File: src/aifs_pkg.sv
package aifs_pkg;
  // Clock rate and one-second timebase
  localparam int unsigned CLK_HZ = 20_000_000;
  localparam int unsigned TICK_S = 1;
  localparam int unsigned SEC_CYCLES = TICK_S * CLK_HZ;
  localparam int unsigned TICK_W = 25;
  // Ramp down time in seconds
  localparam int unsigned LEFT_W = 10;
  localparam logic [LEFT_W-1:0] RAMP_S = 10'h01E;
  localparam logic [LEFT_W-1:0] LEFT_ONE = 10'h001;
  localparam int unsigned DELAY_W = 8;
  // Function codes
  localparam int unsigned FN_W = 4;
  localparam logic [FN_W-1:0] FN_RUN_CLOSED = 4'h0;
  localparam logic [FN_W-1:0] FN_RUN_OPEN = 4'h1;
  localparam logic [FN_W-1:0] FN_ALWAYS = 4'h2;
  localparam logic [FN_W-1:0] FN_LATCH_OPEN = 4'h3;
  localparam logic [FN_W-1:0] FN_REVERSE = 4'h4;
  localparam logic [FN_W-1:0] FN_LATCH_CLOSED = 4'h5;
  localparam logic [FN_W-1:0] FN_SPEED = 4'h6;
  localparam logic [FN_W-1:0] FN_FIRE_FWD = 4'h7;
  localparam logic [FN_W-1:0] FN_FIRE_REV = 4'h8;
  localparam logic [FN_W-1:0] FN_SPECIAL = 4'h9;
  // Presets that take over the inputs
  localparam int unsigned CFG_W = 3;
  localparam logic [CFG_W-1:0] CFG_SP_A = 3'h2;
  localparam logic [CFG_W-1:0] CFG_SP_B = 3'h3;
  localparam logic [CFG_W-1:0] CFG_SP_C = 3'h5;
  localparam logic [CFG_W-1:0] CFG_SP_D = 3'h6;
  // Clock entry: MO DD YR HH MM SS, digit 0 first, LSB nibble first
  localparam int unsigned RTC_DIGITS = 12;
  localparam int unsigned RTC_CUR_W = 4;
  localparam int unsigned RTC_BITS = 48;
  localparam logic [RTC_CUR_W-1:0] RTC_LAST = 4'hB;
  localparam logic [RTC_BITS-1:0] RTC_MAX = 48'h959592999391;
  localparam logic [3:0] DIGIT_ZERO = 4'h0;
  localparam logic [3:0] DIGIT_ONE = 4'h1;
  // Reversal sequencer states
  typedef enum logic [1:0] {
    ST_RUN = 2'b01,
    ST_RAMP = 2'b10
  } aifs_state_type;
endpackage

File: src/aifs_top.sv
`timescale 1ns/1ps
// Two programmable contact inputs mapped onto motor commands
module aifs_top
  import aifs_pkg::*;
#(
  // Cycles in one second of ramp timing; shorten for simulation
  parameter int unsigned SEC_CYCLES_P = SEC_CYCLES
) (
  // Clock, reset, clock enable
  input wire logic CLK,
  input wire logic RST,
  input wire logic CE,
  // Contact pins, high while closed to common return
  input wire logic AUX_INPUT_THREE,
  input wire logic AUX_INPUT_FOUR,
  // Function codes and system settings
  input wire logic [FN_W-1:0] SEL_THREE,
  input wire logic [FN_W-1:0] SEL_FOUR,
  input wire logic [CFG_W-1:0] SYS_CFG,
  input wire logic [DELAY_W-1:0] RESTART_DELAY_S,
  // Run request from keypad and other sources
  input wire logic RUN_CMD,
  // Keypad pulses and clock edit mode
  input wire logic KEY_ENTER,
  input wire logic KEY_UP,
  input wire logic KEY_DOWN,
  input wire logic RTC_EDIT,
  // Motor commands
  output logic MOTOR_RUN,
  output logic MOTOR_REV,
  output logic MAX_FREQ,
  output logic PROT_BYPASS,
  output logic RAMP_ACTIVE,
  // Display status
  output logic FAULT_THREE,
  output logic FAULT_FOUR,
  output logic SPECIAL_FN,
  // Speed table selection
  output logic SPEED_SEL,
  output logic [1:0] SPEED_IDX,
  // Clock entry
  output logic [RTC_CUR_W-1:0] RTC_CURSOR,
  output logic [RTC_BITS-1:0] RTC_VALUE,
  output logic RTC_LOAD
);
  localparam logic [TICK_W-1:0] TICK_LAST = TICK_W'(SEC_CYCLES_P - 1);

  // Synchroniser stages; stage one is read by stage two only
  logic [1:0] pin_s1_q;
  logic [1:0] pin_s2_q;
  // Contact closed, bit 0 is input three
  logic [1:0] closed;
  // Raw and applied function codes
  logic [1:0][FN_W-1:0] sel_raw;
  logic [1:0][FN_W-1:0] eff;
  // Preset has taken the inputs over
  logic special;
  // Per-input decode
  logic [1:0] permit;
  logic [1:0] is_rev;
  logic [1:0] is_speed;
  logic [1:0] fire_fwd_i;
  logic [1:0] fire_rev_i;
  logic [1:0] fault_set;
  // Latched stop faults
  logic [1:0] fault_q;
  logic [1:0] fault_d;
  logic fault_clr;
  // Override decode
  logic fire_fwd;
  logic fire_rev;
  logic override;
  // Reversal sequencer
  aifs_state_type st_q;
  aifs_state_type st_d;
  logic dir_q;
  logic dir_d;
  logic tgt_q;
  logic tgt_d;
  logic rev_want;
  logic ramp_load;
  logic [LEFT_W-1:0] ramp_total;
  logic [LEFT_W-1:0] left_q;
  logic [LEFT_W-1:0] left_d;
  logic [TICK_W-1:0] tick_q;
  logic sec_tick;
  // Output next values
  logic run_d;
  logic rev_d;

  // Two flops on the contact pins before any decode
  always_ff @(posedge CLK) begin
    if (RST) begin
      pin_s1_q <= 2'h0;
      pin_s2_q <= 2'h0;
    end else if (CE) begin
      pin_s1_q <= {AUX_INPUT_FOUR, AUX_INPUT_THREE};
      pin_s2_q <= pin_s1_q;
    end
  end

  assign closed = pin_s2_q;
  assign sel_raw = {SEL_FOUR, SEL_THREE};

  // Presets 2, 3, 5 and 6 replace both selections
  assign special = (SYS_CFG == CFG_SP_A) || (SYS_CFG == CFG_SP_B) ||
                   (SYS_CFG == CFG_SP_C) || (SYS_CFG == CFG_SP_D);

  // Enter is shared with clock entry, so it clears only outside edit
  assign fault_clr = KEY_ENTER && !RTC_EDIT;

  // Same decode for each input
  for (genvar i = 0; i < 2; i++) begin : g_in
    logic supported;
    assign eff[i] = special ? FN_SPECIAL : sel_raw[i];
    assign supported = eff[i] <= FN_SPECIAL;
    // Codes 0 and 1 follow the contact, unknown codes refuse to run
    assign permit[i] = (eff[i] == FN_RUN_CLOSED) ? closed[i] :
                       (eff[i] == FN_RUN_OPEN) ? !closed[i] :
                       supported;
    assign is_rev[i] = eff[i] == FN_REVERSE;
    assign is_speed[i] = eff[i] == FN_SPEED;
    assign fire_fwd_i[i] = (eff[i] == FN_FIRE_FWD) && closed[i];
    assign fire_rev_i[i] = (eff[i] == FN_FIRE_REV) && closed[i];
    assign fault_set[i] = ((eff[i] == FN_LATCH_OPEN) && !closed[i]) ||
                          ((eff[i] == FN_LATCH_CLOSED) && closed[i]);
    // A trip in the clearing cycle survives the clear
    assign fault_d[i] = fault_set[i] || (fault_q[i] && !fault_clr);
  end

  // Forward override wins if both kinds are active
  assign fire_fwd = |fire_fwd_i;
  assign fire_rev = |fire_rev_i;
  assign override = fire_fwd || fire_rev;

  // Closed on any code 4 input asks for reverse
  assign rev_want = |(is_rev & closed);
  assign ramp_total = RAMP_S + {2'h0, RESTART_DELAY_S};
  assign ramp_load = ((st_q == ST_RUN) && (rev_want != dir_q)) ||
                     ((st_q == ST_RAMP) && (rev_want != tgt_q));
  assign sec_tick = tick_q == TICK_LAST;

  // Reversal sequencer: stop, wait the full ramp, swap direction
  always_comb begin
    st_d = st_q;
    tgt_d = tgt_q;
    left_d = left_q;
    dir_d = dir_q;
    unique case (st_q)
      ST_RUN: begin
        // Any change of wanted direction starts a ramp
        if (ramp_load) begin
          st_d = ST_RAMP;
          tgt_d = rev_want;
          left_d = ramp_total;
        end
      end
      ST_RAMP: begin
        if (ramp_load) begin
          // Another change restarts the full wait
          tgt_d = rev_want;
          left_d = ramp_total;
        end else if (sec_tick) begin
          if (left_q == LEFT_ONE) begin
            st_d = ST_RUN;
            dir_d = tgt_q;
          end else begin
            left_d = left_q - LEFT_ONE;
          end
        end
      end
      default: begin
        // Illegal code: recover to running
        st_d = ST_RUN;
      end
    endcase
  end

  // Sequencer registers
  always_ff @(posedge CLK) begin
    if (RST) begin
      st_q <= ST_RUN;
      dir_q <= 1'b0;
      tgt_q <= 1'b0;
      left_q <= '0;
    end else if (CE) begin
      st_q <= st_d;
      dir_q <= dir_d;
      tgt_q <= tgt_d;
      left_q <= left_d;
    end
  end

  // Second prescaler, only running while ramping
  always_ff @(posedge CLK) begin
    if (RST) begin
      tick_q <= '0;
    end else if (CE) begin
      if (ramp_load || (st_q != ST_RAMP) || sec_tick) begin
        tick_q <= '0;
      end else begin
        tick_q <= tick_q + 25'h0000001;
      end
    end
  end

  // Override ignores run command, faults and ramps
  // A trip stops the motor in the same cycle that latches the fault
  assign run_d = override || (RUN_CMD && (st_q == ST_RUN) && !ramp_load &&
                 (&permit) && !(|(fault_q | fault_set)));
  assign rev_d = override ? (fire_rev && !fire_fwd) : dir_q;

  // Registered outputs
  always_ff @(posedge CLK) begin
    if (RST) begin
      fault_q <= 2'h0;
      MOTOR_RUN <= 1'b0;
      MOTOR_REV <= 1'b0;
      MAX_FREQ <= 1'b0;
      PROT_BYPASS <= 1'b0;
      SPECIAL_FN <= 1'b0;
      SPEED_SEL <= 1'b0;
      SPEED_IDX <= 2'h0;
    end else if (CE) begin
      fault_q <= fault_d;
      MOTOR_RUN <= run_d;
      MOTOR_REV <= rev_d;
      MAX_FREQ <= override;
      PROT_BYPASS <= override;
      SPECIAL_FN <= special;
      SPEED_SEL <= |is_speed;
      SPEED_IDX <= closed;
    end
  end

  assign FAULT_THREE = fault_q[0];
  assign FAULT_FOUR = fault_q[1];
  assign RAMP_ACTIVE = st_q == ST_RAMP;

  // Clock entry editor
  aifs_rtc_entry u_rtc (
    .clk(CLK),
    .rst(RST),
    .ce(CE),
    .edit(RTC_EDIT),
    .key_enter(KEY_ENTER),
    .key_up(KEY_UP),
    .key_down(KEY_DOWN),
    .cursor(RTC_CURSOR),
    .value(RTC_VALUE),
    .load(RTC_LOAD)
  );
endmodule

File: src/aifs_rtc_entry.sv
`timescale 1ns/1ps
// Keypad entry of the real-time clock digits
module aifs_rtc_entry
  import aifs_pkg::*;
(
  // Clock, reset, enable
  input wire logic clk,
  input wire logic rst,
  input wire logic ce,
  // Keypad
  input wire logic edit,
  input wire logic key_enter,
  input wire logic key_up,
  input wire logic key_down,
  // Entry state
  output logic [RTC_CUR_W-1:0] cursor,
  output logic [RTC_BITS-1:0] value,
  output logic load
);
  // Cursor position and wrap pulse
  logic [RTC_CUR_W-1:0] cur_q;
  logic load_q;
  // Digit store
  logic [3:0] dig_q [RTC_DIGITS];
  logic step_right;
  logic at_last;

  // Enter only moves the cursor while editing
  assign step_right = edit && key_enter;
  assign at_last = cur_q == RTC_LAST;
  assign cursor = cur_q;
  assign load = load_q;

  // Cursor walks right and wraps after the last seconds digit
  always_ff @(posedge clk) begin
    if (rst) begin
      cur_q <= '0;
      load_q <= 1'b0;
    end else if (ce) begin
      load_q <= step_right && at_last;
      if (step_right) begin
        cur_q <= at_last ? '0 : cur_q + 4'h1;
      end
    end
  end

  // Each digit steps within its own limit; no month-length check
  for (genvar i = 0; i < RTC_DIGITS; i++) begin : g_dig
    localparam logic [3:0] DMAX = RTC_MAX[i*4 +: 4];
    logic here;
    logic [3:0] up_v;
    logic [3:0] dn_v;
    assign here = edit && (cur_q == RTC_CUR_W'(i));
    assign up_v = (dig_q[i] == DMAX) ? DIGIT_ZERO : dig_q[i] + DIGIT_ONE;
    assign dn_v = (dig_q[i] == DIGIT_ZERO) ? DMAX : dig_q[i] - DIGIT_ONE;
    assign value[i*4 +: 4] = dig_q[i];
    // Up wins when both keys arrive together
    always_ff @(posedge clk) begin
      if (rst) begin
        dig_q[i] <= DIGIT_ZERO;
      end else if (ce && here) begin
        if (key_up) begin
          dig_q[i] <= up_v;
        end else if (key_down) begin
          dig_q[i] <= dn_v;
        end
      end
    end
  end
endmodule

File: config.mk
export PLATFORM = sky130hd
export DESIGN_NAME = aifs_top
export DESIGN_NICKNAME = d
export VERILOG_FILES = /design/src/aifs_pkg.sv /design/src/aifs_top.sv /design/src/aifs_rtc_entry.sv
export SDC_FILE = /design/constraint.sdc
export NUM_CORES = 1
export LEC_CHECK = 0
export ABC_CLOCK_PERIOD_IN_PS = 3200
export BUFFER_PORTS_ARGS = -buffer_cell sky130_fd_sc_hd__buf_4
export CAP_MARGIN = 5
export CORE_UTILIZATION = 30
export CTS_CLUSTER_SIZE = 40
export DETAILED_ROUTE_END_ITERATION = 6
export GPL_TIMING_DRIVEN = 0
export PLACE_DENSITY = 0.5
export SLEW_MARGIN = 20
export SYNTH_ARGS = -nofsm -noshare
export SYNTH_HDL_FRONTEND = slang
export SYNTH_HIERARCHICAL = 1
export SYNTH_SLANG_ARGS = --single-unit
export TNS_END_PERCENT = 100
File: constraint.sdc
create_clock -name CLK -period 3.2 [get_ports CLK]
set_clock_uncertainty 0.2 [all_clocks]
set_input_delay 0.16 -clock CLK [delete_from_list [all_inputs] [get_ports CLK]]
set_output_delay 0.16 -clock CLK [all_outputs]
set_load 0.01 [all_outputs]
# Yosys cells after proc, flatten, opt, wreduce, memory -nomap -nowiden
# Memories as Yosys holds them, arrays and structs flattened.
# Index checks and enable logic that the tools add are counted.
[totals] in_bits=29 elab_cells=363 memories=1 out_inout_bits=64 ram_bits=48 reg_bits=57
[op_classes] reduce_logical=91 order_cmp=2 addsub=28 eq_ne=54 n_bitwise=27 muxes=144
[mem_list] memory="u_rtc.dig_q" depth=12 word_bits=4 read_ports=12 rd_clocked_by_memory_dff=0 wr=12 line_no="aifs_rtc_entry.sv:24" source="logic [3:0] dig_q [RTC_DIGITS];"
[ops] cell="4-bit two-way mux" n=51
[ops] cell="1-bit two-way mux" n=82
[ops] cell="4-bit zero test" n=15
[ops] cell="4-bit by 3-bit equality test with 1-bit output, second input constant" n=14
[ops] cell="4-bit by 1-bit adder with 4-bit output, second input constant" n=13
[ops] cell="4-bit equality test, second input constant" n=13
[ops] cell="4-bit by 1-bit subtractor with 4-bit output, second input constant" n=12
[ops] cell="1-bit logical AND" n=44
[ops] cell="10-bit two-way mux" n=4
[ops] cell="25-bit by 1-bit adder with 25-bit output, second input constant" n=1
[ops] cell="25-bit equality test, second input constant" n=1
[ops] cell="25-bit two-way mux" n=1
[ops] cell="4-bit by 2-bit equality test with 1-bit output, second input constant" n=6
[ops] cell="1-bit bitwise OR" n=24
[ops] cell="10-bit one-hot mux with 2 select lines" n=1
[ops] cell="4-bit by 1-bit equality test with 1-bit output, second input constant" n=4
[ops] cell="5-bit AND reduction" n=3
[ops] cell="1-bit logical OR" n=12
[ops] cell="2-bit OR reduction" n=6
[ops] cell="10-bit by 1-bit equality test with 1-bit output, second input constant" n=1
[ops] cell="10-bit by 1-bit subtractor with 10-bit output, second input constant" n=1
[ops] cell="5-bit by 8-bit adder with 9-bit output, first input constant" n=1
[ops] cell="4-bit less-or-equal comparator, second input constant" n=2
[ops] cell="2-bit two-way mux" n=4
[ops] cell="17 further kinds" n=30

# Longest topological paths before layout
[logic_depth] depth_word=16 ltp_mapped=11 ltp_nobuf=8

# Hierarchy
# Netlist, hierarchy kept.
[modules_own_cells] mod="aifs_rtc_entry" area_per_inst_um2=4221.5 seq_area_each_um2=1541.5 instances=1 cells_each=462
[modules_own_cells] mod="aifs_top" area_per_inst_um2=3153.0 seq_area_each_um2=1041.0 instances=1 cells_each=391

# Least setup slack after synthesis
# No wires, ideal clock.
[synth_path] path_kind="flip-flop to flip-flop" startpoint="register st_q[1]" endpoint="register left_q[9]" stages_incl_launch_ff=11 t_required_ns=2.929 setup_ns=0.071 slack_ns=0.605 arrival_time_ns=2.325 path_buffers=2 cell_sequence="dfxtp_1 -> inv_1 -> ha_1 -> clkbuf_1 -> inv_1 -> o21ai_0 -> or4_4 -> and2_4 -> buf_6 -> or4_1 -> a21oi_1"
[synth_between] elab_chain_cells=5
[synth_rtl] element="from (decl)" line_no="aifs_top.sv:74" source="aifs_state_type st_q;"
[synth_rtl] element="from (signal assigned)" line_no="aifs_top.sv:187" source="st_q <= st_d;"
[synth_rtl] element="2-bit by 1-bit equality test with 1-bit output / 2-bit equality test (equally long branches)" line_no="aifs_top.sv:139, aifs_top.sv:149, aifs_top.sv:140"
[synth_rtl] element="1-bit logical AND (on tied branches)" line_no="aifs_top.sv:139, aifs_top.sv:140"
[synth_rtl] element="1-bit logical OR" line_no="aifs_top.sv:139" source="assign ramp_load = ((st_q == ST_RUN) && (rev_want != dir_q)) ||"
[synth_rtl] element="3-bit inequality test (no source line) (tied with other cells)"
[synth_rtl] element="5-bit AND reduction (no source line) / 10-bit one-hot mux with 2 select lines (equally long branches)"
[synth_rtl] element="to (signal assigned)" line_no="aifs_top.sv:190" source="left_q <= left_d;"
[synth_rtl] element="to (decl)" line_no="aifs_top.sv:83" source="logic [LEFT_W-1:0] left_q;"
# Parallel ways exist; a longest one is shown, timed or not.
# A chain may end at the register's enable or synchronous reset.

# Worst setup path after layout
[layout_path] startpoint="register left_q[4]" endpoint="register st_q[1]"
[layout_between] elab_chain_cells=3
[layout_rtl] element="10-bit by 1-bit equality test with 1-bit output" line_no="aifs_top.sv:164" source="if (left_q == LEFT_ONE) begin"
[layout_rtl] element="2-bit by 1-bit inequality test with 1-bit output (no source line)"
[layout_rtl] element="5-bit AND reduction (no source line)"
# No other way between the ends.

==> results.txt <==
Syn. warnings -> 6
power consumption -> 0.00297 W
site row count -> 57
setup TNS -> 0 ns
switching share of total power -> 27.9%
Async S/R FF share, synth -> 0%
DRT iter0 DRCs -> 514
Initial Util -> 30.4%
Hold WS -> 0.0326 ns
FMAX -> 0.331 GHz
Root Driver -> clkbuf_16
post-layout min period -> 3.02 ns
Clock Pin Slew Worst Setup and Hold Paths -> 0.08 ns
CTS Sinks -> 105
Total Routed Length -> 20.1 mm
hold depth -> 4
stages on the worst setup path -> 7
Core Area -> 0.0242 mm²
met1 Usage GRT -> 20.3%
Worst Setup End Kind -> register
Gate Count Post-Synth -> 853
Main synth FF type -> dfxtp_1
Vias -> 6866
IO buf count -> 90
cell with the most instances after synthesis -> nor2_1
number of top-level pins -> 93
Initial DRT Pass Iterations -> 5
Comb pwr share -> 13.3%
number of vias per cell -> 5.31
CP Max Fanout -> 8
CTS tree -> done
area of the die -> 0.0252 mm²
share of cells above drive strength 1 -> 15.0%
initial antenna violation count -> 0
vias in the first global route -> 6264
Global Route Usage Sum -> 15.9%
VDD IR max -> 217 µV
Max Cap Viol -> 0
Tightest Pin Transition -> 0.811 ns
WP buf/inv -> 1
worst reg2reg path startpoint -> left_q[4]
R2R Path End -> st_q[1]
register bit total from synthesis -> 105
area share of the largest cell type after synthesis -> 19.5%
H-tree depth -> 3
Internal -> 0.00214 W
total CTS buffers -> 9
max incr delay on CP -> 0.61 ns
CP required -> 3.25 ns
post-synthesis sequential area ratio -> 35.0%
count of different cell masters after synthesis -> 81
Post-Syn Area -> 0.00737 mm²
GRT met2 Usage -> 27.1%
Tcrit/Tclk final -> 94.3%
gr busiest metal -> met2
Hold Path Origin -> RUN_CMD
CP Data Arrival Time -> 3.07 ns
Routed Antenna Nets -> 0
largest net degree at the start of global routing -> 18
first-pass GRT wire length -> 32.7 mm
type of the worst min-delay path -> in2reg
Leak -> 3.31 nW
Worst R2R Setup Slack -> 0.18 ns
Setup Fix Bufs, Post-CTS -> 0
r2r worst-path depth -> 7
final setup vio count -> 0
fillcell total -> 2553
family with the most delay on the worst path -> simple AND/OR/NAND/NOR gates
Post-synth EDFFs -> 48
Max Slew Vio Count -> 0
relative slew slack -> 45.4%
CP Class -> reg2reg
Die Wd -> 159 µm
sequential share of power -> 50.3%
final net count -> 1035
hpwl dp -> 14.8 mm
power per cell area -> 336 mW/mm²
RSZ-0062 raised after global routing -> false
Worst Hold Path EP -> MOTOR_RUN
Net Count, Synth -> 925
synth cell count leaders -> nor2_1, nand2_1, dfxtp_1, inv_1, o21ai_0
post-place setup slack -> 0.151 ns
crit path cell chain -> clkbuf_1 -> nor4_1 -> and4b_1 -> nor4b_1 -> nand2_1 -> a221oi_2 -> mux2_2
clock share of power -> 36.5%
residual DRC count -> 0
number of antenna diodes -> 0
Synth Area per Inst -> 8.65 µm²
dominant cells by area after synthesis -> edfxtp_1, dfxtp_1, ha_1
Area growth syn-to-layout -> 19.6%
CTS max path bufs -> 2
slowest CP cell -> nor4_1
die span in y -> 159 µm
grt met3 use -> 2.82%
gr ovfl total -> 0
Final Hold Vio Count -> 0
wire length per cell -> 15.5 µm
GPL Wtd Cong -> 0.854
outcome -> completed
Sw Pwr -> 0.000826 W
post-route setup slack -> 0.182 ns
worst skew pair latency -> 0.36 ns
CP Launch Type -> register
Synth area leader -> edfxtp_1
flip-flops by register name (all words and copies together) (netlist names):
signal	count
MOTOR_RUN	1
left_q	10
SPEED_IDX	2
dir_q	1
fault_q	2
closed	2
u_rtc/load	1
u_rtc/dig_q	48
tick_q	25
pin_s1_q	2
PROT_BYPASS	1
MOTOR_REV	1
u_rtc/cursor	4
SPEED_SEL	1
SPECIAL_FN	1
st_q	2
tgt_q	1
worst min-delay path: cells and delay by family:
kind / cells / cell delay, ns
simple gates: 1 / 0.13
buf+inv: 1 / 0.10
compound gates: 2 / 0.15
layout make-up:
type | instances | area (µm²) | area share (%)
buffer | 44 | 229 | 2.60
clock buffer | 10 | 229 | 2.60
clock inverter | 6 | 42.5 | 0.482
inverter | 58 | 218 | 2.47
multi-input combinational | 646 | 4350 | 49.3
sequential | 105 | 2580 | 29.3
tap | 324 | 405 | 4.60
timing repair buffer | 99 | 766 | 8.68
layout by cell type, fill, tap and decap left out, types with 20 or more instances in the layout:
cell | synthesis | layout
nand2_1 | 59 | 59
buf_4 | 2 | 92
nand3_1 | 37 | 37
xor2_1 | 23 | 23
dfxtp_1 | 57 | 57
inv_1 | 57 | 57
a21oi_1 | 43 | 43
edfxtp_1 | 48 | 48
nor2_1 | 86 | 86
mux2i_1 | 20 | 20
o21ai_0 | 55 | 55
ha_1 | 43 | 43
metrics by stage:
| step | area, µm² | cells | util (%) |
|---|---|---|---|
| 6_report | 8820 | 1292 | 36.4 |
| 5_1_grt | 8820 | 1292 | 36.4 |
| 4_1_cts | 8820 | 1292 | 36.4 |
| 3_5_place_dp | 8460 | 1267 | 34.9 |
| 3_3_place_gp | 8460 | 1267 | 34.9 |
| 2_1_floorplan | 7370 | 853 | - |
routing by layer:
layer  vias to the layer above  wire [µm]
met4                         0        326
met5                         -          0
met2                       176       9590
li1                       3395          -
met1                      3270       9230
met3                        25        915
how the worst max path moves through the flow:
| stage | from | to | slack, ns |
|---|---|---|---|
| after global routing | st_q[1] | tick_q[19] | 0.006 |
| after CTS | st_q[1] | tick_q[5] | 0.11 |
| after detailed placement | st_q[1] | tick_q[12] | 0.15 |
| after global placement | st_q[1] | tick_q[5] | 0.03 |
| after floorplan | st_q[1] | left_q[9] | 0.60 |
| final | left_q[4] | st_q[1] | 0.18 |
power groups by stage:
| stage | logic (W) | clock network, W | registers [W] |
|---|---|---|---|
| finish | 0.000393 | 0.00108 | 0.00149 |
| global route | 0.000435 | 0.00116 | 0.00150 |
| detailed placement | 0.000385 | 0 | 0.00152 |
| global placement | 0.000385 | 0 | 0.00152 |
| floorplan | 0.000217 | 0 | 0.00152 |
| CTS | 0.000394 | 0.00112 | 0.00149 |
kinds of logic after synthesis:
family,Yosys count,synth area share (%)
and+or+nand+nor,320,23.2
AOI/OAI and AO/OA,218,20.3
DFF,105,35.0
buffers and inverters,102,6.06
adders and majority gates,43,7.30
xor gates and xnor gates,42,4.99
muxes,23,3.17
what timing repair did:
action                                  4_1_cts  5_1_grt
hold buffers                                  9        0
endpoints found under the setup margin        0       20
gates resized for setup                       0        1
hold endpoints to repair                      7        0
No activity file was read; power rests on OpenSTA's default activity.
